==> src/logic/fdcx_consts.vh <==
// Constants for the floppy command interpreter: offsets, fields,
// opcode patterns, byte counts and store layout.
// Assumes inclusion by bare name.
`ifndef FDCX_CONSTS_VH
`define FDCX_CONSTS_VH

// Register word index, address bits [4:2]
`define FDCX_REG_DATA      3'h0
`define FDCX_REG_STATUS    3'h1
`define FDCX_REG_IRQ_STAT  3'h2
`define FDCX_REG_IRQ_MASK  3'h3

// Status register bit positions
`define FDCX_ST_RQM        7
`define FDCX_ST_DIO        6
`define FDCX_ST_EXEC       5
`define FDCX_ST_BUSY       4

// Interrupt event bit positions
`define FDCX_IRQ_RESULT    0
`define FDCX_IRQ_BADCMD    1
`define FDCX_IRQ_DONE      2
`define FDCX_IRQ_W         3

// Internal command codes
`define FDCX_CMD_NONE      3'h0
`define FDCX_CMD_READ_ID   3'h1
`define FDCX_CMD_VERIFY    3'h2
`define FDCX_CMD_VERSION   3'h3
`define FDCX_CMD_WRITE     3'h4
`define FDCX_CMD_WRITE_DEL 3'h5

// Opcode masks and patterns
`define FDCX_OPM_READ_ID   8'hbf
`define FDCX_OPV_READ_ID   8'h0a
`define FDCX_OPM_VERIFY    8'h1f
`define FDCX_OPV_VERIFY    8'h16
`define FDCX_OPV_VERSION   8'h10
`define FDCX_OPM_WRITE     8'h3f
`define FDCX_OPV_WRITE     8'h05
`define FDCX_OPV_WRITE_DEL 8'h09

// Opcode and select field positions
`define FDCX_B_MULTI_TRACK 7
`define FDCX_B_DENSITY     6
`define FDCX_B_SKIP_DEL    5
`define FDCX_B_COUNT_EN    7
`define FDCX_B_HEAD        2

// Byte counts per phase
`define FDCX_LEN_READ_ID   4'h2
`define FDCX_LEN_FULL      4'h9
`define FDCX_LEN_VERSION   4'h1
`define FDCX_RES_FULL      4'h7
`define FDCX_RES_VERSION   4'h1

// Byte store: command bytes from 0, results from 9
`define FDCX_CMD_BASE      4'h0
`define FDCX_RES_BASE      4'h9

`endif

==> src/logic/fdcx_byte_mem.v <==
// Byte store for command and result bytes.
// Assumes one writer; reads are registered, one cycle late.
`timescale 1ns/10ps
module fdcx_byte_mem #(
   parameter AW = 4,
   parameter DW = 8
) (
   // Clock
   input  wire          sys_clk,
   // Write port
   input  wire          we,
   input  wire [AW-1:0] waddr,
   input  wire [DW-1:0] wdata,
   // Read port for the host side
   input  wire [AW-1:0] raddr_a,
   output reg  [DW-1:0] rdata_a_ff,
   // Read port for the drive engine
   input  wire [AW-1:0] raddr_b,
   output reg  [DW-1:0] rdata_b_ff
);

   reg [DW-1:0] mem_ff [0:(1<<AW)-1];  // Storage, no reset needed

   // A read of a word being written sees old data
   always @(posedge sys_clk) begin
      if (we) begin
         mem_ff[waddr] <= wdata;
      end
      rdata_a_ff <= mem_ff[raddr_a];
      rdata_b_ff <= mem_ff[raddr_b];
   end

endmodule // fdcx_byte_mem

==> src/logic/fdcx_ctrl.v <==
// Command phase sequencer of a floppy controller for Read ID, Verify,
// Version, Write Data and Write Deleted Data, behind an Avalon-MM slave.
// Assumes a drive engine on sys_clk runs the execution phase.
//
// The register addresses and the Avalon-MM interface to the registers were decided locally.
`timescale 1ns/10ps
`include "fdcx_consts.vh"

// Summary of operation
// Read ID: two bytes, then capture ID
// Read ID offers seven result bytes in order
// Verify: host writes nine command bytes
// Verify execution moves no sector data
// Verify returns three status plus ID bytes
// Version returns one byte, no execution
// Write Data: nine bytes, data out, results
// Write Deleted: same layout, other opcode
// Execute after last byte; idle after results
module fdcx_ctrl #(
   parameter [7:0] VERSION_ID = 8'h5a   // Arbitrary identity value
) (
   // Clock and reset
   input  wire        sys_clk,
   input  wire        rst,
   // Avalon-MM slave
   input  wire [4:0]  avs_address,
   input  wire        avs_read,
   input  wire        avs_write,
   input  wire [3:0]  avs_byteenable,
   input  wire [31:0] avs_writedata,
   output reg  [31:0] avs_readdata_ff,
   output reg         avs_waitrequest_ff,
   // Interrupt
   output wire        irq_ff,
   // Drive engine command side
   output reg         exec_go_ff,
   output reg  [2:0]  exec_cmd_ff,
   output reg         multi_track_flag_ff,
   output reg         density_flag_ff,
   output reg         skip_deleted_flag_ff,
   output reg         count_enable_flag_ff,
   output reg         head_select_ff,
   output reg         drive_select_hi_ff,
   output reg         drive_select_lo_ff,
   input  wire [3:0]  par_rd_idx,
   output wire [7:0]  par_rd_data_ff,
   // Drive engine sector data toward the drive
   output reg  [7:0]  wr_data_ff,
   output reg         wr_valid_ff,
   input  wire        wr_ready,
   // Drive engine completion and result bytes
   input  wire        exec_done,
   input  wire [7:0]  result_status_a,
   input  wire [7:0]  result_status_b,
   input  wire [7:0]  result_status_c,
   input  wire [7:0]  id_cylinder,
   input  wire [7:0]  id_head,
   input  wire [7:0]  id_sector,
   input  wire [7:0]  id_size
);

   // Phase states
   localparam ST_IDLE = 3'h0;
   localparam ST_CMD  = 3'h1;
   localparam ST_EXEC = 3'h2;
   localparam ST_LOAD = 3'h3;
   localparam ST_RES  = 3'h4;

   // Bus access states
   localparam AC_IDLE = 2'h0;
   localparam AC_WAIT = 2'h1;
   localparam AC_ACK  = 2'h2;

   // Opcode decoder for the first byte
   function [2:0] dec_cmd(input [7:0] b);
      begin
         if ((b & `FDCX_OPM_READ_ID) == `FDCX_OPV_READ_ID)
            dec_cmd = `FDCX_CMD_READ_ID;
         else if ((b & `FDCX_OPM_VERIFY) == `FDCX_OPV_VERIFY)
            dec_cmd = `FDCX_CMD_VERIFY;
         else if (b == `FDCX_OPV_VERSION)
            dec_cmd = `FDCX_CMD_VERSION;
         else if ((b & `FDCX_OPM_WRITE) == `FDCX_OPV_WRITE)
            dec_cmd = `FDCX_CMD_WRITE;
         else if ((b & `FDCX_OPM_WRITE) == `FDCX_OPV_WRITE_DEL)
            dec_cmd = `FDCX_CMD_WRITE_DEL;
         else
            dec_cmd = `FDCX_CMD_NONE;
      end
   endfunction

   // Command bytes per command
   function [3:0] cmd_len(input [2:0] c);
      begin
         case (c)
            `FDCX_CMD_READ_ID: cmd_len = `FDCX_LEN_READ_ID;
            `FDCX_CMD_VERSION: cmd_len = `FDCX_LEN_VERSION;
            default:           cmd_len = `FDCX_LEN_FULL;
         endcase
      end
   endfunction

   reg  [2:0]  st_ff;          // Phase state
   reg  [2:0]  cmd_ff;         // Command being run
   reg  [3:0]  len_ff;         // Command bytes expected
   reg  [3:0]  res_len_ff;     // Result bytes to offer
   reg  [3:0]  idx_ff;         // Byte index in phase
   reg  [1:0]  acc_st_ff;      // Bus access state
   reg  [31:0] rd_mux;         // Read data by address
   reg         mem_we;         // Byte store write strobe
   reg  [3:0]  mem_waddr;      // Byte store write address
   reg  [7:0]  mem_wdata;      // Byte store write data
   reg  [7:0]  res_byte;       // Result byte to load
   reg  [`FDCX_IRQ_W-1:0] evt; // Interrupt event pulses

   wire [7:0]  wbyte;          // Low byte of bus write data
   wire [2:0]  reg_sel;        // Word index of the access
   wire        req;            // Bus request present
   wire        acc_done;       // Answer edge
   wire        host_wr;        // Write lands now
   wire        data_wr;        // Write to the data register
   wire        data_rd;        // Read of the data register
   wire        is_write_cmd;   // Command streams to drive
   wire        stall;          // Hold data write, stream full
   wire [7:0]  res_q;          // Result at read pointer
   wire [2:0]  dc;             // Decode of the incoming byte
   wire [`FDCX_IRQ_W-1:0] irq_stat;
   wire [`FDCX_IRQ_W-1:0] irq_mask;

   assign wbyte    = avs_writedata[7:0];
   assign reg_sel  = avs_address[4:2];
   assign req      = avs_read | avs_write;
   assign acc_done = (acc_st_ff == AC_ACK);
   assign host_wr  = acc_done & avs_write & avs_byteenable[0];
   assign data_wr  = host_wr & (reg_sel == `FDCX_REG_DATA);
   assign data_rd  = acc_done & avs_read & (reg_sel == `FDCX_REG_DATA);
   assign dc       = dec_cmd(wbyte);
   assign is_write_cmd = (cmd_ff == `FDCX_CMD_WRITE) |
                         (cmd_ff == `FDCX_CMD_WRITE_DEL);
   // Sector byte waits for the drive to take the last
   assign stall    = avs_write & (reg_sel == `FDCX_REG_DATA) &
                     (st_ff == ST_EXEC) & is_write_cmd & wr_valid_ff;

   // Read mux; data register reads zero outside results
   always @* begin
      rd_mux = 32'h0;
      case (reg_sel)
         `FDCX_REG_DATA: begin
            if (st_ff == ST_RES)
               rd_mux = {24'h0, res_q};
         end
         `FDCX_REG_STATUS: begin
            rd_mux[`FDCX_ST_RQM]  = (st_ff == ST_IDLE) | (st_ff == ST_CMD) |
                                    (st_ff == ST_RES) |
                                    ((st_ff == ST_EXEC) & is_write_cmd &
                                     ~wr_valid_ff);
            rd_mux[`FDCX_ST_DIO]  = (st_ff == ST_RES);
            rd_mux[`FDCX_ST_EXEC] = (st_ff == ST_EXEC);
            rd_mux[`FDCX_ST_BUSY] = (st_ff != ST_IDLE);
            rd_mux[2:0]           = cmd_ff;
         end
         `FDCX_REG_IRQ_STAT: rd_mux = {29'h0, irq_stat};
         `FDCX_REG_IRQ_MASK: rd_mux = {29'h0, irq_mask};
         default: rd_mux = 32'h0;
      endcase
   end

   // Bus handshake: at least two wait cycles, one answer cycle
   always @(posedge sys_clk or posedge rst) begin
      if (rst) begin
         acc_st_ff          <= AC_IDLE;
         avs_waitrequest_ff <= 1'b1;
         avs_readdata_ff    <= 32'h0;
      end else begin
         case (acc_st_ff)
            AC_IDLE: begin
               if (req)
                  acc_st_ff <= AC_WAIT;
            end
            AC_WAIT: begin
               if (!stall) begin
                  acc_st_ff          <= AC_ACK;
                  avs_waitrequest_ff <= 1'b0;
                  avs_readdata_ff    <= avs_read ? rd_mux : 32'h0;
               end
            end
            AC_ACK: begin
               acc_st_ff          <= AC_IDLE;
               avs_waitrequest_ff <= 1'b1;
            end
            default: begin
               acc_st_ff          <= AC_IDLE;
               avs_waitrequest_ff <= 1'b1;
            end
         endcase
      end
   end

   // Result byte for the load phase, status first
   always @* begin
      case (idx_ff)
         4'h0:    res_byte = result_status_a;
         4'h1:    res_byte = result_status_b;
         4'h2:    res_byte = result_status_c;
         4'h3:    res_byte = id_cylinder;
         4'h4:    res_byte = id_head;
         4'h5:    res_byte = id_sector;
         4'h6:    res_byte = id_size;
         default: res_byte = 8'h0;
      endcase
   end

   // Store writes: host command bytes, results on load
   always @* begin
      mem_we    = 1'b0;
      mem_waddr = `FDCX_CMD_BASE;
      mem_wdata = wbyte;
      evt       = {`FDCX_IRQ_W{1'b0}};
      if (data_wr && ((st_ff == ST_CMD) ||
                      ((st_ff == ST_IDLE) && (dc != `FDCX_CMD_NONE)))) begin
         mem_we    = 1'b1;
         mem_waddr = (st_ff == ST_CMD) ? idx_ff : `FDCX_CMD_BASE;
      end else if (st_ff == ST_LOAD) begin
         mem_we    = 1'b1;
         mem_waddr = `FDCX_RES_BASE + idx_ff;
         mem_wdata = (cmd_ff == `FDCX_CMD_VERSION) ? VERSION_ID :
                     res_byte;
      end
      evt[`FDCX_IRQ_BADCMD] = data_wr & (st_ff == ST_IDLE) &
                              (dc == `FDCX_CMD_NONE);
      evt[`FDCX_IRQ_DONE]   = (st_ff == ST_EXEC) & exec_done;
      evt[`FDCX_IRQ_RESULT] = (st_ff == ST_LOAD) &
                              (idx_ff == res_len_ff - 4'h1);
   end

   // Phase sequencer
   always @(posedge sys_clk or posedge rst) begin
      if (rst) begin
         st_ff                <= ST_IDLE;
         cmd_ff               <= `FDCX_CMD_NONE;
         len_ff               <= 4'h0;
         res_len_ff           <= 4'h0;
         idx_ff               <= 4'h0;
         exec_go_ff           <= 1'b0;
         exec_cmd_ff          <= `FDCX_CMD_NONE;
         multi_track_flag_ff  <= 1'b0;
         density_flag_ff      <= 1'b0;
         skip_deleted_flag_ff <= 1'b0;
         count_enable_flag_ff <= 1'b0;
         head_select_ff       <= 1'b0;
         drive_select_hi_ff   <= 1'b0;
         drive_select_lo_ff   <= 1'b0;
      end else begin
         exec_go_ff <= 1'b0;
         case (st_ff)
            ST_IDLE: begin
               // Unknown opcodes raise an event, then drop
               if (data_wr && (dc != `FDCX_CMD_NONE)) begin
                  cmd_ff               <= dc;
                  len_ff               <= cmd_len(dc);
                  idx_ff               <= 4'h1;
                  multi_track_flag_ff  <= wbyte[`FDCX_B_MULTI_TRACK];
                  density_flag_ff      <= wbyte[`FDCX_B_DENSITY];
                  skip_deleted_flag_ff <= wbyte[`FDCX_B_SKIP_DEL];
                  if (dc == `FDCX_CMD_VERSION) begin
                     st_ff      <= ST_LOAD;
                     idx_ff     <= 4'h0;
                     res_len_ff <= `FDCX_RES_VERSION;
                  end else begin
                     st_ff      <= ST_CMD;
                     res_len_ff <= `FDCX_RES_FULL;
                  end
               end
            end
            ST_CMD: begin
               if (data_wr) begin
                  idx_ff <= idx_ff + 4'h1;
                  if (idx_ff == 4'h1) begin
                     count_enable_flag_ff <= wbyte[`FDCX_B_COUNT_EN];
                     head_select_ff       <= wbyte[`FDCX_B_HEAD];
                     drive_select_hi_ff   <= wbyte[1];
                     drive_select_lo_ff   <= wbyte[0];
                  end
                  // Execution starts only once the last byte is in
                  if (idx_ff == len_ff - 4'h1) begin
                     st_ff       <= ST_EXEC;
                     exec_go_ff  <= 1'b1;
                     exec_cmd_ff <= cmd_ff;
                  end
               end
            end
            ST_EXEC: begin
               // Engine done; ID bytes are copied into the store in the load phase that follows
               if (exec_done) begin
                  st_ff  <= ST_LOAD;
                  idx_ff <= 4'h0;
               end
            end
            ST_LOAD: begin
               idx_ff <= idx_ff + 4'h1;
               if (idx_ff == res_len_ff - 4'h1) begin
                  st_ff  <= ST_RES;
                  idx_ff <= 4'h0;
               end
            end
            ST_RES: begin
               // New commands wait until every result is read
               if (data_rd) begin
                  idx_ff <= idx_ff + 4'h1;
                  if (idx_ff == res_len_ff - 4'h1) begin
                     st_ff  <= ST_IDLE;
                     cmd_ff <= `FDCX_CMD_NONE;
                  end
               end
            end
            default: st_ff <= ST_IDLE;
         endcase
      end
   end

   // Sector stream to the drive; only write commands feed it,
   // so data writes in other execution phases drop
   always @(posedge sys_clk or posedge rst) begin
      if (rst) begin
         wr_data_ff  <= 8'h0;
         wr_valid_ff <= 1'b0;
      end else begin
         if (wr_valid_ff && wr_ready)
            wr_valid_ff <= 1'b0;
         if (data_wr && (st_ff == ST_EXEC) && is_write_cmd) begin
            wr_data_ff  <= wbyte;
            wr_valid_ff <= 1'b1;
         end
         // Verify data has no path either way   //
      end
   end

   // Byte store for command and result bytes
   fdcx_byte_mem #(
      .AW (4),
      .DW (8)
   ) u_mem (
      .sys_clk    (sys_clk),
      .we         (mem_we),
      .waddr      (mem_waddr),
      .wdata      (mem_wdata),
      .raddr_a    (`FDCX_RES_BASE + idx_ff),
      .rdata_a_ff (res_q),
      .raddr_b    (par_rd_idx),
      .rdata_b_ff (par_rd_data_ff)
   );

   // Interrupt status and mask
   fdcx_irq u_irq (
      .sys_clk (sys_clk),
      .rst     (rst),
      .set_evt (evt),
      .clr_we  (host_wr & (reg_sel == `FDCX_REG_IRQ_STAT)),
      .mask_we (host_wr & (reg_sel == `FDCX_REG_IRQ_MASK)),
      .wr_data (avs_writedata[`FDCX_IRQ_W-1:0]),
      .stat_ff (irq_stat),
      .mask_ff (irq_mask),
      .irq_ff  (irq_ff)
   );

endmodule // fdcx_ctrl

==> src/logic/fdcx_irq.v <==
// Sticky interrupt status with write-one-to-clear and a mask.
// Assumes all inputs on sys_clk.
`timescale 1ns/10ps
`include "fdcx_consts.vh"
module fdcx_irq (
   // Clock and reset
   input  wire                   sys_clk,
   input  wire                   rst,
   // Events
   input  wire [`FDCX_IRQ_W-1:0] set_evt,
   // Software access
   input  wire                   clr_we,
   input  wire                   mask_we,
   input  wire [`FDCX_IRQ_W-1:0] wr_data,
   // State
   output reg  [`FDCX_IRQ_W-1:0] stat_ff,
   output reg  [`FDCX_IRQ_W-1:0] mask_ff,
   output reg                    irq_ff
);

   wire [`FDCX_IRQ_W-1:0] clr_bits;      // Bits software clears now
   wire [`FDCX_IRQ_W-1:0] nxt_stat;      // Next sticky status
   wire [`FDCX_IRQ_W-1:0] nxt_mask;      // Next mask

   assign clr_bits = clr_we ? wr_data : {`FDCX_IRQ_W{1'b0}};
   // A set in the clearing cycle wins so no event is lost
   assign nxt_stat = (stat_ff & ~clr_bits) | set_evt;
   assign nxt_mask = mask_we ? wr_data : mask_ff;

   // Output flop fed by next values, so it is prompt
   always @(posedge sys_clk or posedge rst) begin
      if (rst) begin
         stat_ff <= {`FDCX_IRQ_W{1'b0}};
         mask_ff <= {`FDCX_IRQ_W{1'b0}};
         irq_ff  <= 1'b0;
      end else begin
         stat_ff <= nxt_stat;
         mask_ff <= nxt_mask;
         irq_ff  <= |(nxt_stat & nxt_mask);
      end
   end

endmodule // fdcx_irq

==> config.mk <==
export PLATFORM = sky130hd
export DESIGN_NAME = fdcx_ctrl
export DESIGN_NICKNAME = d
export VERILOG_FILES = /design/src/logic/fdcx_byte_mem.v /design/src/logic/fdcx_ctrl.v /design/src/logic/fdcx_irq.v
export VERILOG_INCLUDE_DIRS = /design/src /design/src/logic
export SDC_FILE = /design/constraint.sdc
export NUM_CORES = 1
export LEC_CHECK = 0
export ABC_AREA = 1
export BUFFER_PORTS_ARGS = -buffer_cell sky130_fd_sc_hd__buf_4
export CAP_MARGIN = 5
export CORE_MARGIN = 2
export CORE_UTILIZATION = 40
export CTS_CLUSTER_SIZE = 10
export DETAILED_ROUTE_END_ITERATION = 8
export SLEW_MARGIN = 20
export SYNTH_ARGS = -nofsm -noshare
export SYNTH_HDL_FRONTEND = slang
export SYNTH_HIERARCHICAL = 1
export SYNTH_SLANG_ARGS = --single-unit
==> constraint.sdc <==
create_clock -name sys_clk -period 2.6 [get_ports sys_clk]
set_clock_uncertainty 0.2 [all_clocks]
set_input_delay 0.39 -clock sys_clk [delete_from_list [all_inputs] [get_ports sys_clk]]
set_output_delay 0.39 -clock sys_clk [all_outputs]
set_load 0.01 [all_outputs]
---- After elaboration in Yosys (flattened, before gate mapping) ----
Memories as Yosys holds them, arrays and structs flattened. A register that Yosys moved wholly into a read port is not among the register bits.
Index checks and enable logic that the tools add are counted.
word-level totals
  output and inout port bits .............. 62
  input port bits ......................... 107
  memories kept ........................... 1
  word-level logic and storage cells ...... 173
  flip-flop bits (word level) ............. 80
  bits in writable memories ............... 128
memory list
  name          words  width  read ports  clocked after Yosys merged registers in  write ports  RTL line            RTL
  u_mem.mem_ff  16     8      2           2                                        1            fdcx_byte_mem.v:22  reg [DW-1:0] mem_ff [0:(1<<AW)-1];
cells by class
  reductions and logical operators ........ 27
  bitwise logic cells ..................... 29
  multiplexer cells ....................... 54
  equality and inequality tests ........... 36
  add/sub/neg operators ................... 4
operators with widths
  kind                   count
  $pmux W8 S7            1
  $mux W3                16
  $mux W32               1
  $mux W4                8
  $mux W8                4
  $mux W24               1
  $pmux W4 S5            1
  $eq A3 B2 Y1 const B   6
  $and A1 B1 Y1          17
  $pmux W4 S2            2
  $pmux W3 S5            1
  $eq A4 B3 Y1 const B   3
  $mux W1                12
  $pmux W3 S4            1
  $ne A2 B2 Y1 const B   5
  $eq A3 B1 Y1 const B   3
  $eq A3 B3 Y1 const B   3
  $logic_not A3 Y1       3
  $eq A4 B2 Y1 const B   2
  $eq A4 B4 Y1           2
  $eq A8 B5 Y1 const B   1
  $ne A2 B1 Y1 const B   4
  $reduce_and A2 Y1      4
  $sub A4 B1 Y4 const B  2
  other kinds (30)       47

---- Logic depth before layout (Yosys ltp) ----
  depth in word-level cells ............... 13
  gate-level depth with buffers ........... 14

---- Cells and area by module ----
The synthesis kept the hierarchy.
by module, submodules not included
  module         cells an instance  area each (um^2)  instances
  fdcx_byte_mem  851                7,274.5           1
  fdcx_ctrl      514                3,374.5           1
  fdcx_irq       34                 292.8             1

---- Worst setup path before layout ----
Ideal clock, no wire load.
  path type ............................... input port to flip-flop
  start point ............................. input port avs_writedata[1]
  end point ............................... memory u_mem.mem_ff[11][0] (enable)
  setup time .............................. 0.370 ns
  data required time ...................... 2.030 ns
  data arrival time ....................... 1.845 ns
  stages on the path ...................... 13
  setup slack ............................. 0.184 ns
  path through ............................ inv_1 -> nand2_1 -> nor2_1 -> nand2_2 -> nand2_1 -> nor2_1 -> nand2_1 -> nand2_2 -> nand2_1 -> nand2_1 -> o21ai_0 -> nand2_1 -> nor2_1
on the way
  elaborated cells on any way between the ends .. 18
  classes of those cells .................. eq/ne (5); mux (9); reduce/logical (4)
RTL lines
  what                              RTL line            RTL
  start: declaration                fdcx_ctrl.v:30      input wire [31:0] avs_writedata,
  $eq A6 B4 Y1 (no line)            n/a
  $mux W3                           fdcx_ctrl.v:85      else if ((b & `FDCX_OPM_WRITE) == `FDCX_OPV_WRITE_DEL)
  $mux W3                           fdcx_ctrl.v:83      else if ((b & `FDCX_OPM_WRITE) == `FDCX_OPV_WRITE)
  $mux W3                           fdcx_ctrl.v:81      else if (b == `FDCX_OPV_VERSION)
  $mux W3                           fdcx_ctrl.v:79      else if ((b & `FDCX_OPM_VERIFY) == `FDCX_OPV_VERIFY)
  $mux W3 (*)                       fdcx_ctrl.v:77      if ((b & `FDCX_OPM_READ_ID) == `FDCX_OPV_READ_ID)
  $reduce_bool A3 Y1 (no line) (*)  n/a
  $logic_and A1 B1 Y1 (*)           fdcx_ctrl.v:220     ((st_ff == ST_IDLE) && (dc != `FDCX_CMD_NONE)))) begin
  $logic_or A1 B1 Y1 (*)            fdcx_ctrl.v:219     if (data_wr && ((st_ff == ST_CMD) ||
  $logic_and A1 B1 Y1 (*)           fdcx_ctrl.v:219
  $mux W4 (*)                       fdcx_ctrl.v:219
  net mem_waddr[0]                  fdcx_ctrl.v:111     reg [3:0] mem_waddr;
  end: declaration                  fdcx_byte_mem.v:22
The timed path passes the listed nets; every way through them passes the cells marked *.

---- Final worst setup path ----
  start point ............................. register acc_st_ff[0]
  end point ............................... memory u_mem.mem_ff[11][7] (enable)
on the way
  word-level cells in the longest chain between the ends .. 8
  elaborated cells on any way between the ends .. 9
  classes of those cells .................. eq/ne (1); mux (4); bitwise (3); reduce/logical (1)
ends and longest elaborated chain
  what                           RTL line            RTL
  start: declaration             fdcx_ctrl.v:108     reg [1:0] acc_st_ff;
  start signal: assignment       fdcx_ctrl.v:171     acc_st_ff <= AC_IDLE;
  start signal: assignment       fdcx_ctrl.v:178     acc_st_ff <= AC_WAIT;
  start signal: assignment       fdcx_ctrl.v:182     acc_st_ff <= AC_ACK;
  $eq A2 B2 Y1                   fdcx_ctrl.v:133     assign acc_done = (acc_st_ff == AC_ACK);
  $and A1 B1 Y1 (2 in a row)     fdcx_ctrl.v:134     assign host_wr = acc_done & avs_write & avs_byteenable[0];
  $and A1 B1 Y1                  fdcx_ctrl.v:135     assign data_wr = host_wr & (reg_sel == `FDCX_REG_DATA);
  $logic_and A1 B1 Y1            fdcx_ctrl.v:219
  $mux W1                        fdcx_ctrl.v:219
  net mem_we                     fdcx_ctrl.v:110     reg mem_we;
  $mux W1                        fdcx_byte_mem.v:26  if (we) begin
  $mux W1 (not written as such)  fdcx_byte_mem.v:27  mem_ff[waddr] <= wdata;
The timed path passes the listed nets, and every way through them passes these cells.

==> impl_metrics.toml <==
[finish]
layout-drive-gt1-share_pct = 16.35
layout.nets = 1661
antenna_cells = 0
fillers = 2604
area_growth_pct = 18.79

[timing]
final_hold_viol_count = 0
worstMarginPinSlew_ns = 0.7815
fmax_mhz = 408.0
rsz0062_at_grt = "false"
max_slew_margin_pct = 47.90
setup_viol = 0
drv_slew = 0
fin_crit_sh_pct = 94.26
period_minus_slack_ns = 2.451
finalSetupTns_ns = 0

[cts]
cts_buffers = 17
post_cts.repair.setup_buffers = 0
path_clk_slew_ns = 0.08
htree_levels = 4
cts_max_path_buffers = 2
insertion_delay_ns = 0.44
cts_root_buf = "clkbuf_16"
cts_tree = "built"
clock_sinks = 197

[synthesis]
syn_inst = 1399
ys_seq_area_share_pct = 50.19
yosysTopAreaCell = "edfxtp_1"
ys.flop_type = "edfxtp_1"
synthArstFlopShare_pct = 26.90
ys_top_cells_by_area = "edfxtp_1 (35%), nand2_1 (16%), dfrtp_1 (12%)"
ys_types = 39
synth.avg_cell_area_um2 = 7.821
synth_edf_count = 128
yosys_warnings = 6
synth_seq_cells = 197
yosysTopAreaCellShare_pct = 35.13
syn_area_um2 = 10940

[grt]
grt_usage_pct = 22.33
grt_pass1_wl_mm = 49.51
grt_max_degree = 65
grt_overflow = 0
grt_pass1_vias = 9234
antenna_found_initial = 0

[floorplan]
start_util_pct = 40.71
dieArea_um2 = 28690
fp.dieH_um = 169.4
core_um2 = 26880
row_count = 60
ioPinCount = 169
die_w_um = 169.4

[setup_path]
cp_max_fo = 8
crit_arrival_ns = 2.41
crit_family = "simple AND/OR/NAND/NOR gates"
cp_slowest_cell = "dfrtp_1"
crit_chain = "inv_2, nand4_4, nor2_4, buf_4, nand2_1, buf_4, nand3_1, nand3b_1, nor2_1, buf_4"
cp_slowest_stage_delay_ns = 0.40
start_kind = "register"
cp.buffers_inverters = 4
cpMostUsedCell = "buf_4"
cp.required_ns = 2.56
end_kind = "register"
critPathKind = "reg2reg"

[routing]
vias_per_cell = 5.089
drc_errors = 0
drt_iter0_drc = 1093
ant_nets = 0
drt-pass1-iter-count = 8
routed_wl_mm = 31.38
wl_per_cell_um = 16.50
via_count = 9675

[pwr]
powerDensity_nw_per_um2 = 729.7
leakage_uw = 0.006286
total_power_uw = 9484
ir_drop_v = 0.0004072

[placed_design]
io_buffers = 115
globalplace.congestion = 0.8784
dpl.hpwl_mm = 21.55

[hold_path]
hp-class = "in2reg"

[flow_run]
drv_cap = 0

[status]
status = "completed"
==> metrics by stage <==
stage               utilization [%]  cell area [um2]  setup WS [ns]  cells  hold slack (ns)
floorplan                         -            11030         0.1844   1422        -0.006602
global placement              46.00            12360       -0.05647   1867           0.1443
detailed placement            46.00            12360       -0.08295   1867           0.1490
CTS                           48.29            12980         0.1155   1901          0.02293
global route                  48.36            13000        0.01703   1901          0.05058
finish                        48.36            13000         0.1492   1901          0.03246
==> placed cells by master, fill, tap and decap left out, drive strengths merged, types with 7 or more instances in the layout <==
master	instances
buf	181
clkbuf	18
conb	24
dfrtp	52
dfxtp	16
edfxtp	128
ha	7
inv	225
nand2	475
nand3	256
nand4	8
nor2	76
o21ai	45
o22ai	9
==> logic make-up after synthesis <==
logic type               after synthesis  share of synthesized area [%]
buffers and inverters                297                          12.72
adder cells (fa/ha/maj)                7                         0.8004
flip-flops                           197                          50.19
AO/OA/AOI/OAI                         72                          3.671
AND/OR/NAND/NOR                      823                          32.43
other                                  1                        0.03427
XOR/XNOR                               2                         0.1601
==> Yosys cell counts (6+ instances only) <==
cell      count
nor2_1       68
o21ai_1       8
nand2_2      14
o22ai_1       9
dfxtp_1      16
a21oi_1       6
nand2_1     461
ha_1          7
o21ai_0      37
inv_2         9
dfrtp_1      52
buf_6        17
nand3_1     254
buf_4        31
edfxtp_1    128
nand4_1       7
inv_1       209
buf_2        24
==> sequential cells by signal (all words and copies together), names as in the netlist, 4 cells and up <==
register / cells
u_mem/mem_ff: 128
avs_readdata_ff: 8
u_mem/rdata_a_ff: 8
u_mem/rdata_b_ff: 8
wr_data_ff: 8
idx_ff: 4
==> cell type report <==
type	count	area, um2	share of cell area [%]
well taps	341	426.7	3.283
inverters	220	828.3	6.373
flip-flops and latches	197	5492	42.25
clock buffers	18	429.2	3.302
clock inverters	14	166.4	1.280
repair buffers	183	1491	11.47
multi-input cells	928	4164	32.04
==> metal layers <==
metal | routed length [um] | track usage, % | vias up
met1 | 13560 | 31.18 | 4451
met2 | 14480 | 35.35 | 461
li1 | - | - | 4714
met4 | 781 | 7.395 | 0
met5 | 0 | 0 | -
met3 | 2554 | 3.895 | 49
==> worst reg2reg max path, delay by kind of cell, from the launching register on <==
kind | cells | cell delay (ns)
buffers and inverters | 4 | 0.56
flip-flops | 1 | 0.40
AND/OR/NAND/NOR | 6 | 0.99
==> worst paths after layout <==
check,depth (start not counted),slack (ns),startpoint,end
setup / recovery,10,0.15,acc_st_ff[0],u_mem/mem_ff[11][7]
min in group asynchronous,3,0.23,rst,u_irq/irq_ff
hold reg to reg,2,0.24,u_mem/rdata_a_ff[3],avs_readdata_ff[3]
max in group asynchronous,4,1.22,rst,st_ff[1]
setup reg to reg,10,0.15,acc_st_ff[0],u_mem/mem_ff[11][7]
hold / removal,3,0.03,avs_writedata[5],skip_deleted_flag_ff
==> repair_timing <==
item                                    CTS  global route
endpoints found under the setup margin    0           118
hold buffers                              2             0
endpoints found under the hold margin    20             0
gates resized for setup                   0             7
==> power by group <==
part	total [uW]	switching (uW)	internal (uW)
logic	3140	2110	1030
registers	3620	102	3520
clock network	2720	1270	1450
total	9480	3480	6000
(Power assumes the default switching activity.)
